$ cat src/design/reset_ctrl_params.svh
// Constants for the reset source and flag controller.
// Assumes a 100 MHz system clock and an APB register slave.
`ifndef RESET_CTRL_PARAMS_SVH
`define RESET_CTRL_PARAMS_SVH
`define OFS_THRESH 12'h000
`define OFS_CAUSE 12'h004
`define OFS_STATUS 12'h008
`define OFS_IRQ_STAT 12'h00C
`define OFS_IRQ_MASK 12'h010
`define OFS_CMD 12'h014
`define THRESH_POR 8'h55
`define THRESH_OK1 8'h55
`define THRESH_OK2 8'h33
`define THRESH_OK3 8'h99
`define THRESH_OK4 8'hAA
`define WDOG_OK1 5'h0A
`define WDOG_OK2 5'h15
`define BIT_WCORR 0
`define BIT_LCORR 1
`define BIT_LOWV 2
`define BIT_KEEP 7
`define BIT_TO 0
`define BIT_PDF 1
`define BIT_HALT 2
`define SLOW_DIV 12'hC35
`define QUAL_TICKS 4'h4
`define RST_DELAY_TICKS 2'h2
`define SETTLE_FAST 5'h10
`define SETTLE_SLOW 5'h02
`define RST_PULSE 5'h04
`endif

$ cat src/design/reset_ctrl_pkg.sv
// Types shared by the reset controller files.
// Assumes reset_ctrl_params.svh supplies the numeric constants.
package reset_ctrl_pkg;
  typedef enum logic [2:0] {
    ST_RUN, ST_DELAY, ST_FULL, ST_PARTIAL, ST_SETTLE
  } seq_state_t;
  typedef enum logic [1:0] {
    SRC_LOWV, SRC_THRESH, SRC_WDOG_CODE, SRC_WDOG_TO
  } rst_src_t;
endpackage

$ cat src/design/tick_if.sv
// Interface carrying the slow-oscillator tick between design modules.
// Assumes one clock domain.
`timescale 1ns/1ps
interface tick_if;
  logic tick;
  modport src (output tick);
  modport dst (input tick);
endinterface

$ cat src/design/reset_source_ctrl.sv
// Reset source qualification, threshold guard and reset-cause flags.
// Assumes APB master on clk_sys; comparator and watchdog inputs async.
//
// Overview of operation
// - Qualified supply-low resets outside power-down, sets cause flag
// - Short supply-low glitches ignored entirely
// - Four legal threshold codes, same trip level
// - Illegal threshold code resets after delay, flags
// - Illegal code reset restores threshold power-on value
// - Supply-low reset delayed; threshold kept
// - Supply-low reset disabled during power-down
// - Low-voltage flag: hardware sets, software clears
// - Corrupt-select flag: hardware sets, software clears
// - Run watchdog timeout: full reset plus timeout flag
// - Sleep timeout: clear PC and SP only
// - Settle 15-16 fast, 1-2 slow cycles
// - Timeout and power-down flag table per reset
// - Power-on gives full core initialisation
// - Halt timeout keeps registers; run timeout doesn't
// - Power-down flag: halt sets, clear-watchdog clears
// - Watchdog-code corruption flag set, software clears
`timescale 1ns/1ps
`include "reset_ctrl_params.svh"
module reset_source_ctrl (
  input wire logic clk_sys,
  input wire logic reset_n,
  input wire logic [11:0] paddr,
  input wire logic psel,
  input wire logic penable,
  input wire logic pwrite,
  input wire logic [31:0] pwdata,
  output logic [31:0] prdata,
  output logic pready,
  output logic pslverr,
  input wire logic supply_low_in,
  input wire logic wdog_timeout_in,
  input wire logic [4:0] watchdog_enable_code,
  input wire logic halt_exec,
  input wire logic clr_wdog_exec,
  input wire logic fast_clk_sel,
  output logic full_reset,
  output logic pc_sp_reset,
  output logic irq
);
  // ----------------------------------------------------------------
  // Declarations
  // ----------------------------------------------------------------
  tick_if tk ();
  reset_ctrl_pkg::seq_state_t state_reg;
  reset_ctrl_pkg::rst_src_t src_reg;
  logic [1:0] low_sync_reg, to_sync_reg;
  logic to_prev_reg;
  logic [7:0] threshold_code_reg;
  logic lowv_reset_cause_flag_reg, select_corrupt_flag_reg;
  logic wdog_ctrl_corrupt_flag_reg, idle_sysclk_keep_reg;
  logic timeout_status_flag_reg, powerdown_status_flag_reg;
  logic halted_reg;
  logic [3:0] qual_reg;
  logic lowv_qualified;
  logic [1:0] delay_reg;
  logic [4:0] cnt_reg;
  logic [2:0] irq_stat_reg, irq_mask_reg;
  logic wr_en, rd_en, to_rise, thresh_bad, wcode_bad;
  logic [31:0] rdata_next;

  function automatic logic thresh_legal(input logic [7:0] c);
    thresh_legal = (c == `THRESH_OK1) || (c == `THRESH_OK2) ||
                   (c == `THRESH_OK3) || (c == `THRESH_OK4);
  endfunction

  slow_tick_gen u_tick (
    .clk_sys(clk_sys),
    .reset_n(reset_n),
    .tk(tk)
  );

  // ----------------------------------------------------------------
  // Input synchronisers
  // ----------------------------------------------------------------
  always_ff @(posedge clk_sys)
  begin
    if (!reset_n)
    begin
      low_sync_reg <= 2'h0;
      to_sync_reg <= 2'h0;
      to_prev_reg <= 1'b0;
    end
    else
    begin
      low_sync_reg <= {low_sync_reg[0], supply_low_in};
      to_sync_reg <= {to_sync_reg[0], wdog_timeout_in};
      to_prev_reg <= to_sync_reg[1];
    end
  end
  assign to_rise = to_sync_reg[1] && !to_prev_reg;
  assign thresh_bad = !thresh_legal(threshold_code_reg);
  assign wcode_bad = (watchdog_enable_code != `WDOG_OK1) &&
                     (watchdog_enable_code != `WDOG_OK2);

  // ----------------------------------------------------------------
  // Supply-low qualification on slow ticks
  // ----------------------------------------------------------------
  // Low must persist past QUAL_TICKS slow ticks; shorter is dropped.
  always_ff @(posedge clk_sys)
  begin
    if (!reset_n)
      qual_reg <= 4'h0;
    else if (!low_sync_reg[1] || halted_reg)
      qual_reg <= 4'h0;
    else if (tk.tick && qual_reg != `QUAL_TICKS)
      qual_reg <= qual_reg + 4'h1;
  end
  assign lowv_qualified = (qual_reg == `QUAL_TICKS);

  // ----------------------------------------------------------------
  // Reset sequencer
  // ----------------------------------------------------------------
  always_ff @(posedge clk_sys)
  begin
    if (!reset_n)
    begin
      state_reg <= reset_ctrl_pkg::ST_RUN;
      src_reg <= reset_ctrl_pkg::SRC_LOWV;
      delay_reg <= 2'h0;
      cnt_reg <= 5'h00;
    end
    else
    begin
      unique case (state_reg)
        reset_ctrl_pkg::ST_RUN:
        begin
          delay_reg <= 2'h0;
          if (lowv_qualified)
          begin
            src_reg <= reset_ctrl_pkg::SRC_LOWV;
            state_reg <= reset_ctrl_pkg::ST_DELAY;
          end
          else if (thresh_bad)
          begin
            src_reg <= reset_ctrl_pkg::SRC_THRESH;
            state_reg <= reset_ctrl_pkg::ST_DELAY;
          end
          else if (wcode_bad)
          begin
            src_reg <= reset_ctrl_pkg::SRC_WDOG_CODE;
            state_reg <= reset_ctrl_pkg::ST_DELAY;
          end
          else if (to_rise && halted_reg)
          begin
            src_reg <= reset_ctrl_pkg::SRC_WDOG_TO;
            cnt_reg <= `RST_PULSE;
            state_reg <= reset_ctrl_pkg::ST_PARTIAL;
          end
          else if (to_rise)
          begin
            src_reg <= reset_ctrl_pkg::SRC_WDOG_TO;
            cnt_reg <= `RST_PULSE;
            state_reg <= reset_ctrl_pkg::ST_FULL;
          end
        end
        reset_ctrl_pkg::ST_DELAY:
          // Two or three slow ticks depending on phase at detection
          if (tk.tick)
          begin
            if (delay_reg == `RST_DELAY_TICKS)
            begin
              cnt_reg <= `RST_PULSE;
              state_reg <= reset_ctrl_pkg::ST_FULL;
            end
            else
              delay_reg <= delay_reg + 2'h1;
          end
        reset_ctrl_pkg::ST_FULL, reset_ctrl_pkg::ST_PARTIAL:
          if (cnt_reg == 5'h01)
          begin
            cnt_reg <= fast_clk_sel ? `SETTLE_FAST : `SETTLE_SLOW;
            state_reg <= reset_ctrl_pkg::ST_SETTLE;
          end
          else
            cnt_reg <= cnt_reg - 5'h01;
        reset_ctrl_pkg::ST_SETTLE:
          if (cnt_reg == 5'h01)
            state_reg <= reset_ctrl_pkg::ST_RUN;
          else
            cnt_reg <= cnt_reg - 5'h01;
        default:
          state_reg <= reset_ctrl_pkg::ST_RUN;
      endcase
    end
  end

  // Power-on reset_n gives the full core initialisation too
  always_ff @(posedge clk_sys)
  begin
    if (!reset_n)
    begin
      full_reset <= 1'b1;
      pc_sp_reset <= 1'b1;
    end
    else
    begin
      full_reset <= (state_reg == reset_ctrl_pkg::ST_FULL);
      pc_sp_reset <= (state_reg == reset_ctrl_pkg::ST_FULL) ||
                     (state_reg == reset_ctrl_pkg::ST_PARTIAL);
    end
  end

  // ----------------------------------------------------------------
  // APB decode
  // ----------------------------------------------------------------
  assign wr_en = psel && penable && pwrite;
  assign rd_en = psel && !penable && !pwrite;

  // ----------------------------------------------------------------
  // Threshold select register
  // ----------------------------------------------------------------
  always_ff @(posedge clk_sys)
  begin
    if (!reset_n)
      threshold_code_reg <= `THRESH_POR;
    else if (state_reg == reset_ctrl_pkg::ST_FULL &&
             src_reg == reset_ctrl_pkg::SRC_THRESH)
      threshold_code_reg <= `THRESH_POR;
    else if (wr_en && paddr == `OFS_THRESH)
      threshold_code_reg <= pwdata[7:0];
  end

  // ----------------------------------------------------------------
  // Reset-cause flags; never touched by the resets they record
  // ----------------------------------------------------------------
  // Hardware set wins over a same-cycle software clear.
  always_ff @(posedge clk_sys)
  begin
    if (!reset_n)
    begin
      lowv_reset_cause_flag_reg <= 1'b0;
      select_corrupt_flag_reg <= 1'b0;
      wdog_ctrl_corrupt_flag_reg <= 1'b0;
      idle_sysclk_keep_reg <= 1'b0;
    end
    else
    begin
      if (wr_en && paddr == `OFS_CAUSE)
      begin
        idle_sysclk_keep_reg <= pwdata[`BIT_KEEP];
        if (!pwdata[`BIT_LOWV])
          lowv_reset_cause_flag_reg <= 1'b0;
        if (!pwdata[`BIT_LCORR])
          select_corrupt_flag_reg <= 1'b0;
        if (!pwdata[`BIT_WCORR])
          wdog_ctrl_corrupt_flag_reg <= 1'b0;
      end
      if (lowv_qualified && state_reg == reset_ctrl_pkg::ST_RUN)
        lowv_reset_cause_flag_reg <= 1'b1;
      if (thresh_bad)
        select_corrupt_flag_reg <= 1'b1;
      if (wcode_bad)
        wdog_ctrl_corrupt_flag_reg <= 1'b1;
    end
  end

  // ----------------------------------------------------------------
  // Timeout and power-down status flags
  // ----------------------------------------------------------------
  always_ff @(posedge clk_sys)
  begin
    if (!reset_n)
    begin
      timeout_status_flag_reg <= 1'b0;
      powerdown_status_flag_reg <= 1'b0;
      halted_reg <= 1'b0;
    end
    else
    begin
      if (state_reg == reset_ctrl_pkg::ST_RUN && to_rise)
      begin
        timeout_status_flag_reg <= 1'b1;
        halted_reg <= 1'b0;
      end
      else if (clr_wdog_exec)
      begin
        timeout_status_flag_reg <= 1'b0;
        powerdown_status_flag_reg <= 1'b0;
      end
      else if (halt_exec)
      begin
        timeout_status_flag_reg <= 1'b0;
        powerdown_status_flag_reg <= 1'b1;
        halted_reg <= 1'b1;
      end
      else if (state_reg == reset_ctrl_pkg::ST_FULL)
        halted_reg <= 1'b0;
    end
  end

  // ----------------------------------------------------------------
  // Interrupt status and mask
  // ----------------------------------------------------------------
  always_ff @(posedge clk_sys)
  begin
    if (!reset_n)
    begin
      irq_stat_reg <= 3'h0;
      irq_mask_reg <= 3'h0;
      irq <= 1'b0;
    end
    else
    begin
      irq_stat_reg <= (irq_stat_reg &
        ~((wr_en && paddr == `OFS_IRQ_STAT) ? pwdata[2:0] : 3'h0)) |
        {lowv_qualified, thresh_bad, wcode_bad};
      if (wr_en && paddr == `OFS_IRQ_MASK)
        irq_mask_reg <= pwdata[2:0];
      irq <= |(irq_stat_reg & irq_mask_reg);
    end
  end

  // ----------------------------------------------------------------
  // APB read path; unmapped addresses return zero with pslverr
  // ----------------------------------------------------------------
  always_comb
  begin
    rdata_next = 32'h0000_0000;
    unique case (paddr)
      `OFS_THRESH: rdata_next = {24'h000000, threshold_code_reg};
      `OFS_CAUSE: rdata_next = {24'h000000, idle_sysclk_keep_reg, 4'h0,
        lowv_reset_cause_flag_reg, select_corrupt_flag_reg,
        wdog_ctrl_corrupt_flag_reg};
      `OFS_STATUS: rdata_next = {29'h00000000, halted_reg,
        powerdown_status_flag_reg, timeout_status_flag_reg};
      `OFS_IRQ_STAT: rdata_next = {29'h00000000, irq_stat_reg};
      `OFS_IRQ_MASK: rdata_next = {29'h00000000, irq_mask_reg};
      default: rdata_next = 32'h0000_0000;
    endcase
  end

  always_ff @(posedge clk_sys)
  begin
    if (!reset_n)
    begin
      prdata <= 32'h0000_0000;
      pready <= 1'b0;
      pslverr <= 1'b0;
    end
    else
    begin
      pready <= psel && !penable;
      pslverr <= psel && !penable && !(paddr == `OFS_THRESH ||
        paddr == `OFS_CAUSE || paddr == `OFS_STATUS ||
        paddr == `OFS_IRQ_STAT || paddr == `OFS_IRQ_MASK);
      if (rd_en)
        prdata <= rdata_next;
    end
  end

  // ----------------------------------------------------------------
  // Checks
  // ----------------------------------------------------------------
  property p_short_low_ignored;
    @(posedge clk_sys) disable iff (!reset_n)
    !low_sync_reg[1] |=> qual_reg == 4'h0;
  endproperty
  a_short_low_ignored: assert property (p_short_low_ignored)
    else $error("qualifier not cleared");

  property p_lowv_flag;
    @(posedge clk_sys) disable iff (!reset_n)
    (lowv_qualified && state_reg == reset_ctrl_pkg::ST_RUN)
      |=> lowv_reset_cause_flag_reg;
  endproperty
  a_lowv_flag: assert property (p_lowv_flag)
    else $error("low voltage flag not set");

  property p_sel_flag;
    @(posedge clk_sys) disable iff (!reset_n)
    thresh_bad |=> select_corrupt_flag_reg;
  endproperty
  a_sel_flag: assert property (p_sel_flag)
    else $error("select corrupt flag not set");

  property p_restore;
    @(posedge clk_sys) disable iff (!reset_n)
    (state_reg == reset_ctrl_pkg::ST_FULL &&
     src_reg == reset_ctrl_pkg::SRC_THRESH)
      |=> threshold_code_reg == `THRESH_POR;
  endproperty
  a_restore: assert property (p_restore)
    else $error("threshold not restored");

  property p_keep;
    @(posedge clk_sys) disable iff (!reset_n)
    (state_reg == reset_ctrl_pkg::ST_FULL &&
     src_reg == reset_ctrl_pkg::SRC_LOWV && !wr_en)
      |=> $stable(threshold_code_reg);
  endproperty
  a_keep: assert property (p_keep)
    else $error("threshold changed on low voltage reset");

  property p_pd_off;
    @(posedge clk_sys) disable iff (!reset_n)
    halted_reg |=> qual_reg == 4'h0;
  endproperty
  a_pd_off: assert property (p_pd_off)
    else $error("qualifier active in power down");

  property p_partial;
    @(posedge clk_sys) disable iff (!reset_n)
    state_reg == reset_ctrl_pkg::ST_PARTIAL |=> pc_sp_reset && !full_reset;
  endproperty
  a_partial: assert property (p_partial)
    else $error("halt timeout gave full reset");

  property p_halt_pdf;
    @(posedge clk_sys) disable iff (!reset_n)
    (halt_exec && !clr_wdog_exec && !(state_reg == reset_ctrl_pkg::ST_RUN
     && to_rise)) |=> powerdown_status_flag_reg;
  endproperty
  a_halt_pdf: assert property (p_halt_pdf)
    else $error("power down flag not set by halt");

  property p_to_flag;
    @(posedge clk_sys) disable iff (!reset_n)
    (state_reg == reset_ctrl_pkg::ST_RUN && to_rise)
      |=> timeout_status_flag_reg;
  endproperty
  a_to_flag: assert property (p_to_flag)
    else $error("timeout flag not set");

  property p_settle_fast;
    @(posedge clk_sys) disable iff (!reset_n)
    (state_reg != reset_ctrl_pkg::ST_SETTLE ##1
     (state_reg == reset_ctrl_pkg::ST_SETTLE && fast_clk_sel))
      |-> ##15 (state_reg == reset_ctrl_pkg::ST_SETTLE)
      ##1 (state_reg == reset_ctrl_pkg::ST_RUN);
  endproperty
  a_settle_fast: assert property (p_settle_fast)
    else $error("fast settle length wrong");

  property p_settle_slow;
    @(posedge clk_sys) disable iff (!reset_n)
    (state_reg != reset_ctrl_pkg::ST_SETTLE ##1
     (state_reg == reset_ctrl_pkg::ST_SETTLE && !fast_clk_sel))
      |-> ##1 (state_reg == reset_ctrl_pkg::ST_SETTLE)
      ##1 (state_reg == reset_ctrl_pkg::ST_RUN);
  endproperty
  a_settle_slow: assert property (p_settle_slow)
    else $error("slow settle length wrong");

  c_lowv: cover property (@(posedge clk_sys) disable iff (!reset_n)
    state_reg == reset_ctrl_pkg::ST_DELAY ##1 lowv_reset_cause_flag_reg);
  c_partial: cover property (@(posedge clk_sys) disable iff (!reset_n)
    state_reg == reset_ctrl_pkg::ST_PARTIAL);
  c_thresh: cover property (@(posedge clk_sys) disable iff (!reset_n)
    thresh_bad ##1 select_corrupt_flag_reg);
endmodule

$ cat src/design/slow_tick_gen.sv
// Divider giving the slow-oscillator rate as a one-cycle enable.
// Assumes clk_sys at 100 MHz.
`timescale 1ns/1ps
`include "reset_ctrl_params.svh"
module slow_tick_gen (
  input wire logic clk_sys,
  input wire logic reset_n,
  tick_if.src tk
);
  logic [11:0] cnt_reg;
  always_ff @(posedge clk_sys)
  begin
    if (!reset_n)
    begin
      cnt_reg <= 12'h000;
      tk.tick <= 1'b0;
    end
    else if (cnt_reg == `SLOW_DIV - 12'h001)
    begin
      cnt_reg <= 12'h000;
      tk.tick <= 1'b1;
    end
    else
    begin
      cnt_reg <= cnt_reg + 12'h001;
      tk.tick <= 1'b0;
    end
  end
endmodule

$ cat config.mk
export PLATFORM = sky130hd
export DESIGN_NAME = reset_source_ctrl
export DESIGN_NICKNAME = d
export VERILOG_FILES = /design/src/design/reset_ctrl_pkg.sv /design/src/design/tick_if.sv /design/src/design/reset_source_ctrl.sv /design/src/design/slow_tick_gen.sv
export VERILOG_INCLUDE_DIRS = /design/src /design/src/design
export SDC_FILE = /design/constraint.sdc
export NUM_CORES = 1
export LEC_CHECK = 0
export BUFFER_PORTS_ARGS = -buffer_cell sky130_fd_sc_hd__buf_2
export CELL_PAD_IN_SITES_DETAIL_PLACEMENT = 0
export CELL_PAD_IN_SITES_GLOBAL_PLACEMENT = 1
export CORE_MARGIN = 2
export CORE_UTILIZATION = 34
export DETAILED_ROUTE_END_ITERATION = 12
export GPL_ROUTABILITY_DRIVEN = 0
export PLACE_DENSITY_LB_ADDON = 0.1
export SLEW_MARGIN = 25
export SYNTH_ARGS = -nofsm -noshare
export SYNTH_HDL_FRONTEND = slang
export SYNTH_SLANG_ARGS = --single-unit
$ cat constraint.sdc
create_clock -name clk_sys -period 1.7 [get_ports clk_sys]
set_input_delay 0.085 -clock clk_sys [delete_from_list [all_inputs] [get_ports clk_sys]]
set_output_delay 0.085 -clock clk_sys [all_outputs]
set_load 0.05 [all_outputs]
Word-level counts from Yosys, hierarchy flattened
Index checks and enable logic that the tools add are counted.
{"block": "word_totals", "in_bits": 59, "reg_bits": 92, "wordCells": 176}
{"block": "classes", "reduce_logical": 55, "muxes": 48, "n_bitwise": 7, "addsub": 4, "n_eq_ne": 36}
{"cell": "$mux W5", "n": 10}
{"cell": "$pmux W8 S5", "n": 1}
{"cell": "$mux W3", "n": 10}
{"cell": "$eq A12 B4 Y1 const B", "n": 2}
{"cell": "$pmux W5 S4", "n": 1}
{"cell": "$ne A2 B2 Y1 const B", "n": 9}
{"cell": "$mux W1", "n": 17}
{"cell": "$eq A8 B8 Y1 const B", "n": 2}
{"cell": "$logic_and A1 B1 Y1", "n": 16}
{"cell": "$mux W2", "n": 7}
{"cell": "$add A12 B1 Y12 const B", "n": 1}
{"cell": "$eq A12 B12 Y1 const B", "n": 1}
{"cell": "$eq A12 B3 Y1 const B", "n": 1}
{"cell": "$eq A12 B5 Y1 const B", "n": 1}
{"cell": "$logic_not A12 Y1", "n": 1}
{"cell": "$pmux W3 S4", "n": 1}
{"cell": "$reduce_and A2 Y1", "n": 6}
{"cell": "$ne A5 B4 Y1 const B", "n": 2}
{"cell": "$reduce_bool A2 Y1", "n": 5}
{"cell": "$reduce_or A2 Y1", "n": 5}
{"cell": "$logic_or A1 B1 Y1", "n": 9}
{"cell": "$eq A8 B6 Y1 const B", "n": 1}
{"cell": "$eq A8 B7 Y1 const B", "n": 1}
{"cell": "$ne A2 B1 Y1 const B", "n": 4}
{"cell": "other kinds (27)", "n": 36}

Depth between registers and ports, before layout
{"block": "depth", "word_depth": 8, "ltp_mapped": 8, "ltp_nobuf": 7}

By module
From an unflattened synthesis, not the netlist that was laid out.
{"block": "hier_totals", "cells_unflattened": 399, "area_unflattened_um2": 3430.8}
{"module": "reset_source_ctrl", "cells_each": 334, "instances": 1, "area_each_um2": 2829.0}
{"module": "slow_tick_gen", "cells_each": 65, "instances": 1, "area_each_um2": 601.8}

Least setup slack after synthesis
Ideal clock, no wire load.
{"block": "synth_timing", "kind": "reg2reg", "startpoint": "register cnt_reg[1]", "endpoint": "register cnt_reg[1]", "required_time_ns": 1.579, "arrival_ns": 1.629, "stages_incl_launch_ff": 7, "n_path_buf": 0, "synth_period_minus_slack_ns": 1.750, "setup_slack_ns": -0.050, "cell_sequence": "dfxtp_1 inv_1 ha_1 or4b_2 a21oi_1 o32a_1 a211oi_2"}
{"block": "synth_between", "elab_chain_cells": 3}
{"item": "from (decl)", "line_no": "reset_source_ctrl.sv:61", "text": "logic [4:0] cnt_reg;"}
{"item": "from (signal assigned)", "line_no": "reset_source_ctrl.sv:151", "text": "cnt_reg <= `RST_PULSE;"}
{"item": "from (signal assigned)", "line_no": "reset_source_ctrl.sv:157", "text": "cnt_reg <= `RST_PULSE;"}
{"item": "from (signal assigned)", "line_no": "reset_source_ctrl.sv:167", "text": "cnt_reg <= `RST_PULSE;"}
{"item": "$sub A5 B1 Y5 or $eq A5 B1 Y1 (tied branches)"}
{"item": "$mux W5, or another cell as far along", "line_no": "reset_source_ctrl.sv:182", "text": "if (cnt_reg == 5'h01)"}
{"item": "$pmux W5 S4 or $reduce_and A8 Y1 (tied branches)"}
Several ways; a longest one is shown, not always the timed one. The select of a mux whose other input is x is not followed.
A chain may end at the register's enable or synchronous reset.

Final worst setup path
{"block": "layout_timing", "startpoint": "register cnt_reg[0]", "endpoint": "register cnt_reg[1]"}
Same word-level chain as after synthesis.

==> impl_metrics.yaml <==
run_status:
  status: "finished clean"
synth:
  seq_area_frac_synth_pct: 40.4
  synth_cells: 397
  synth-main-ff-cell: "dfxtp_1"
  avgSynthCellArea_um2: 8.49
  synth_cell_types: 59
  synth-edff-count: 0
  ys_warn_count: 0
  synthArstFlopShare_pct: 0
  synth_seq_cells: 68
  syn_area_mm2: 0.00337
power_and_ir_drop:
  power.density_mw_per_mm2: 1080
  finalPower_mw: 4.73
  p_leak_nw: 1.89
  irDropWorstVdd_uv: 550
global_route:
  grt_first_pass_wirelength_mm: 14.2
  use_met1_pct: 23.3
  grt_usage_pct: 16.3
  gr-total-overflow: 0
  grt.busiest_layer: "met2"
  grt_use_met3_pct: 4.22
  antenna_found_initial: 0
  grtUsageMet2_pct: 24.7
  grt_start_max_net_pins: 26
  grt_pass1_vias: 2894
final_layout:
  mostFrequentLayoutCell: "dfxtp_1"
  final_cell_area_mm2: 0.00438
  stdcell_count: 625
  area_growth_pct: 30.0
  final_net_count: 555
  largest_register_ffs: 12
  diodes: 0
  final_cell_mix: "dfxtp_1, buf_2, buf_4"
  drive_above_1_share_pct: 29.7
timing:
  rsz0062_at_grt: "yes"
  slew_violations: 0
  fmax_mhz: 590
  finClkSkew_ns: 0.00788
  setup_viol: 0
  worst_slew_pin_slew_ns: 0.529
  layout_min_cycle_time_ns: 1.69
  finalHoldViolCount: 0
  fin_ws_ns: 0.00644
  maxSlewHeadroom_pct: 64.6
  fin_crit_sh_pct: 99.6
setup_path:
  crit_fanout: 4
  cp.required_ns: 1.95
  cp_slowest_cell: "or4b_4"
  crit_chain: "ha_4 -> or4b_4 -> o32a_1 -> a211oi_2"
  start_kind: "flip-flop"
  max_stage_delay_ns: 0.50
  path_class: "flip-flop to flip-flop"
  worstPathArrival_ns: 1.95
  worstSetupEndpointType: "flip-flop"
detailed_routing:
  via_count: 3029
  viasPerCell: 4.85
  drt_iter0_markers: 116
  routed_wl_mm: 8.59
  drcViolationCount: 0
  drt_pass1_iterations: 4
  ant_nets: 0
  avgRoutedWirePerCell_um: 13.8
cts:
  cts_sinks: 68
  clockBufferDepth: 2
  root_buffer: "clkbuf_8"
  clkSlewWorstSetupHoldPaths_ns: 0.07
  tritoncts: "done"
  cts_made_buffers: 9
  clock_latency_ns: 0.33
  cts_max_level: 3
floorplan:
  ios: 96
  die_w_um: 104
  rows: 36
  core-area_mm2: 0.00968
  start_util_pct: 34.8
  die_h_um: 104
  die-area_mm2: 0.0107
placement:
  dp_slack_ns: -0.0812
  port_buffers: 47
  dpl_cell_area_mm2: 0.00393
  dp.final_hpwl_mm: 6.42
  dp.cells: 602
worst_hold_path:
  hold_path.class: "input port to flip-flop"
flow_run:
  drv_cap: 0
## worst max-delay path: cells and delay by family, from the launching register on
family	cells	cell delay, ns
AND/OR/NAND/NOR	1	0.50
AO/OA/AOI/OAI	2	0.58
adder cells (fa/ha/maj)	1	0.15
flip-flops	1	0.38
## routing by layer
layer / vias up / share of wire, % / wire length [µm]
met5: - / 0 / 0
met4: 0 / 0.84 / 72
met3: 5 / 4.0 / 340
met2: 55 / 44 / 3820
met1: 1430 / 51 / 4360
li1: 1539 / - / -
## metrics by stage
stage | TNS (ns) | utilization, % | hold slack, ns
detailed placement | -0.184 | 40.5 | 0.297
global placement | -0.0175 | 40.5 | 0.293
floorplan | 0 | - | 0.168
global route | -0.175 | 45.2 | 0.0205
CTS | -0.0695 | 43.6 | 0.00118
finish | 0 | 45.2 | 0.00940
## worst paths after layout
kind | startpoint | end | slack, ns | cells past startpoint
setup / recovery | cnt_reg[0] | cnt_reg[1] | 0.006 | 4
setup reg to reg | cnt_reg[0] | cnt_reg[1] | 0.006 | 4
hold reg to reg | to_sync_reg[0] | to_sync_reg[1] | 0.44 | 1
hold / removal | pwdata[7] | idle_sysclk_keep_reg | 0.009 | 3
## synth_stat cells, types with 3 or more instances
library cell	number	area (µm²)
o21ai_0	16	80.1
xor2_1	9	78.8
and2_1	8	50.1
nand4_1	4	25.0
inv_1	16	60.1
nor2b_1	3	18.8
nand2_1	40	150
nand3_1	21	105
nor2_1	38	143
nor3b_1	5	37.5
ha_1	7	87.6
clkbuf_1	12	45.0
buf_4	24	180
mux2i_1	7	70.1
a31oi_1	3	18.8
xnor2_1	4	35.0
a221oi_1	4	35.0
nor4bb_1	4	40.0
a32oi_1	3	26.3
nor3_1	7	35.0
mux2_2	4	45.0
nand4b_1	3	26.3
and3_1	5	31.3
dfxtp_1	68	1360
a21oi_1	33	165
## timing repair
| item | in CTS | in global routing |
|---|---|---|
| setup endpoints to repair | 7 | 11 |
| setup buffers | 0 | 1 |
| gates resized for setup | 4 | 36 |
| hold buffers | 8 | 0 |
| gates cloned | 0 | 0 |
| endpoints found under the hold margin | 8 | 0 |
| pin swaps | 2 | 8 |
## final cells by class
class	instances	area (µm²)
clock inverters	2	35.0
fillers	1012	5300
inverters	17	63.8
flip-flops and latches	68	1380
clock buffers	12	155
well taps	133	166
multi-input cells	296	1960
repair buffers	97	631
## power breakdown
part	switching, mW	total (mW)	internal (mW)	leakage, nW
clock network	0.606	1.35	0.741	0.0983
logic	0.861	1.57	0.706	1.24
registers	0.106	1.81	1.71	0.556
total	1.57	4.73	3.15	1.89
## kinds of logic (layout without fill, tap and decap cells)
logic type / count (synthesis) / count (layout) / share of synthesized area, %
adders and majority gates: 7 / 7 / 2.60
and+or+nand+nor: 159 / 159 / 24.8
muxes: 11 / 11 / 3.42
AOI/OAI and AO/OA: 82 / 82 / 16.1
other: 1 / 24 / 0.111
buffers and inverters: 56 / 128 / 9.21
DFF: 68 / 68 / 40.4
xor gates and xnor gates: 13 / 13 / 3.38
Note: power is estimated with default switching activity, not from simulation.
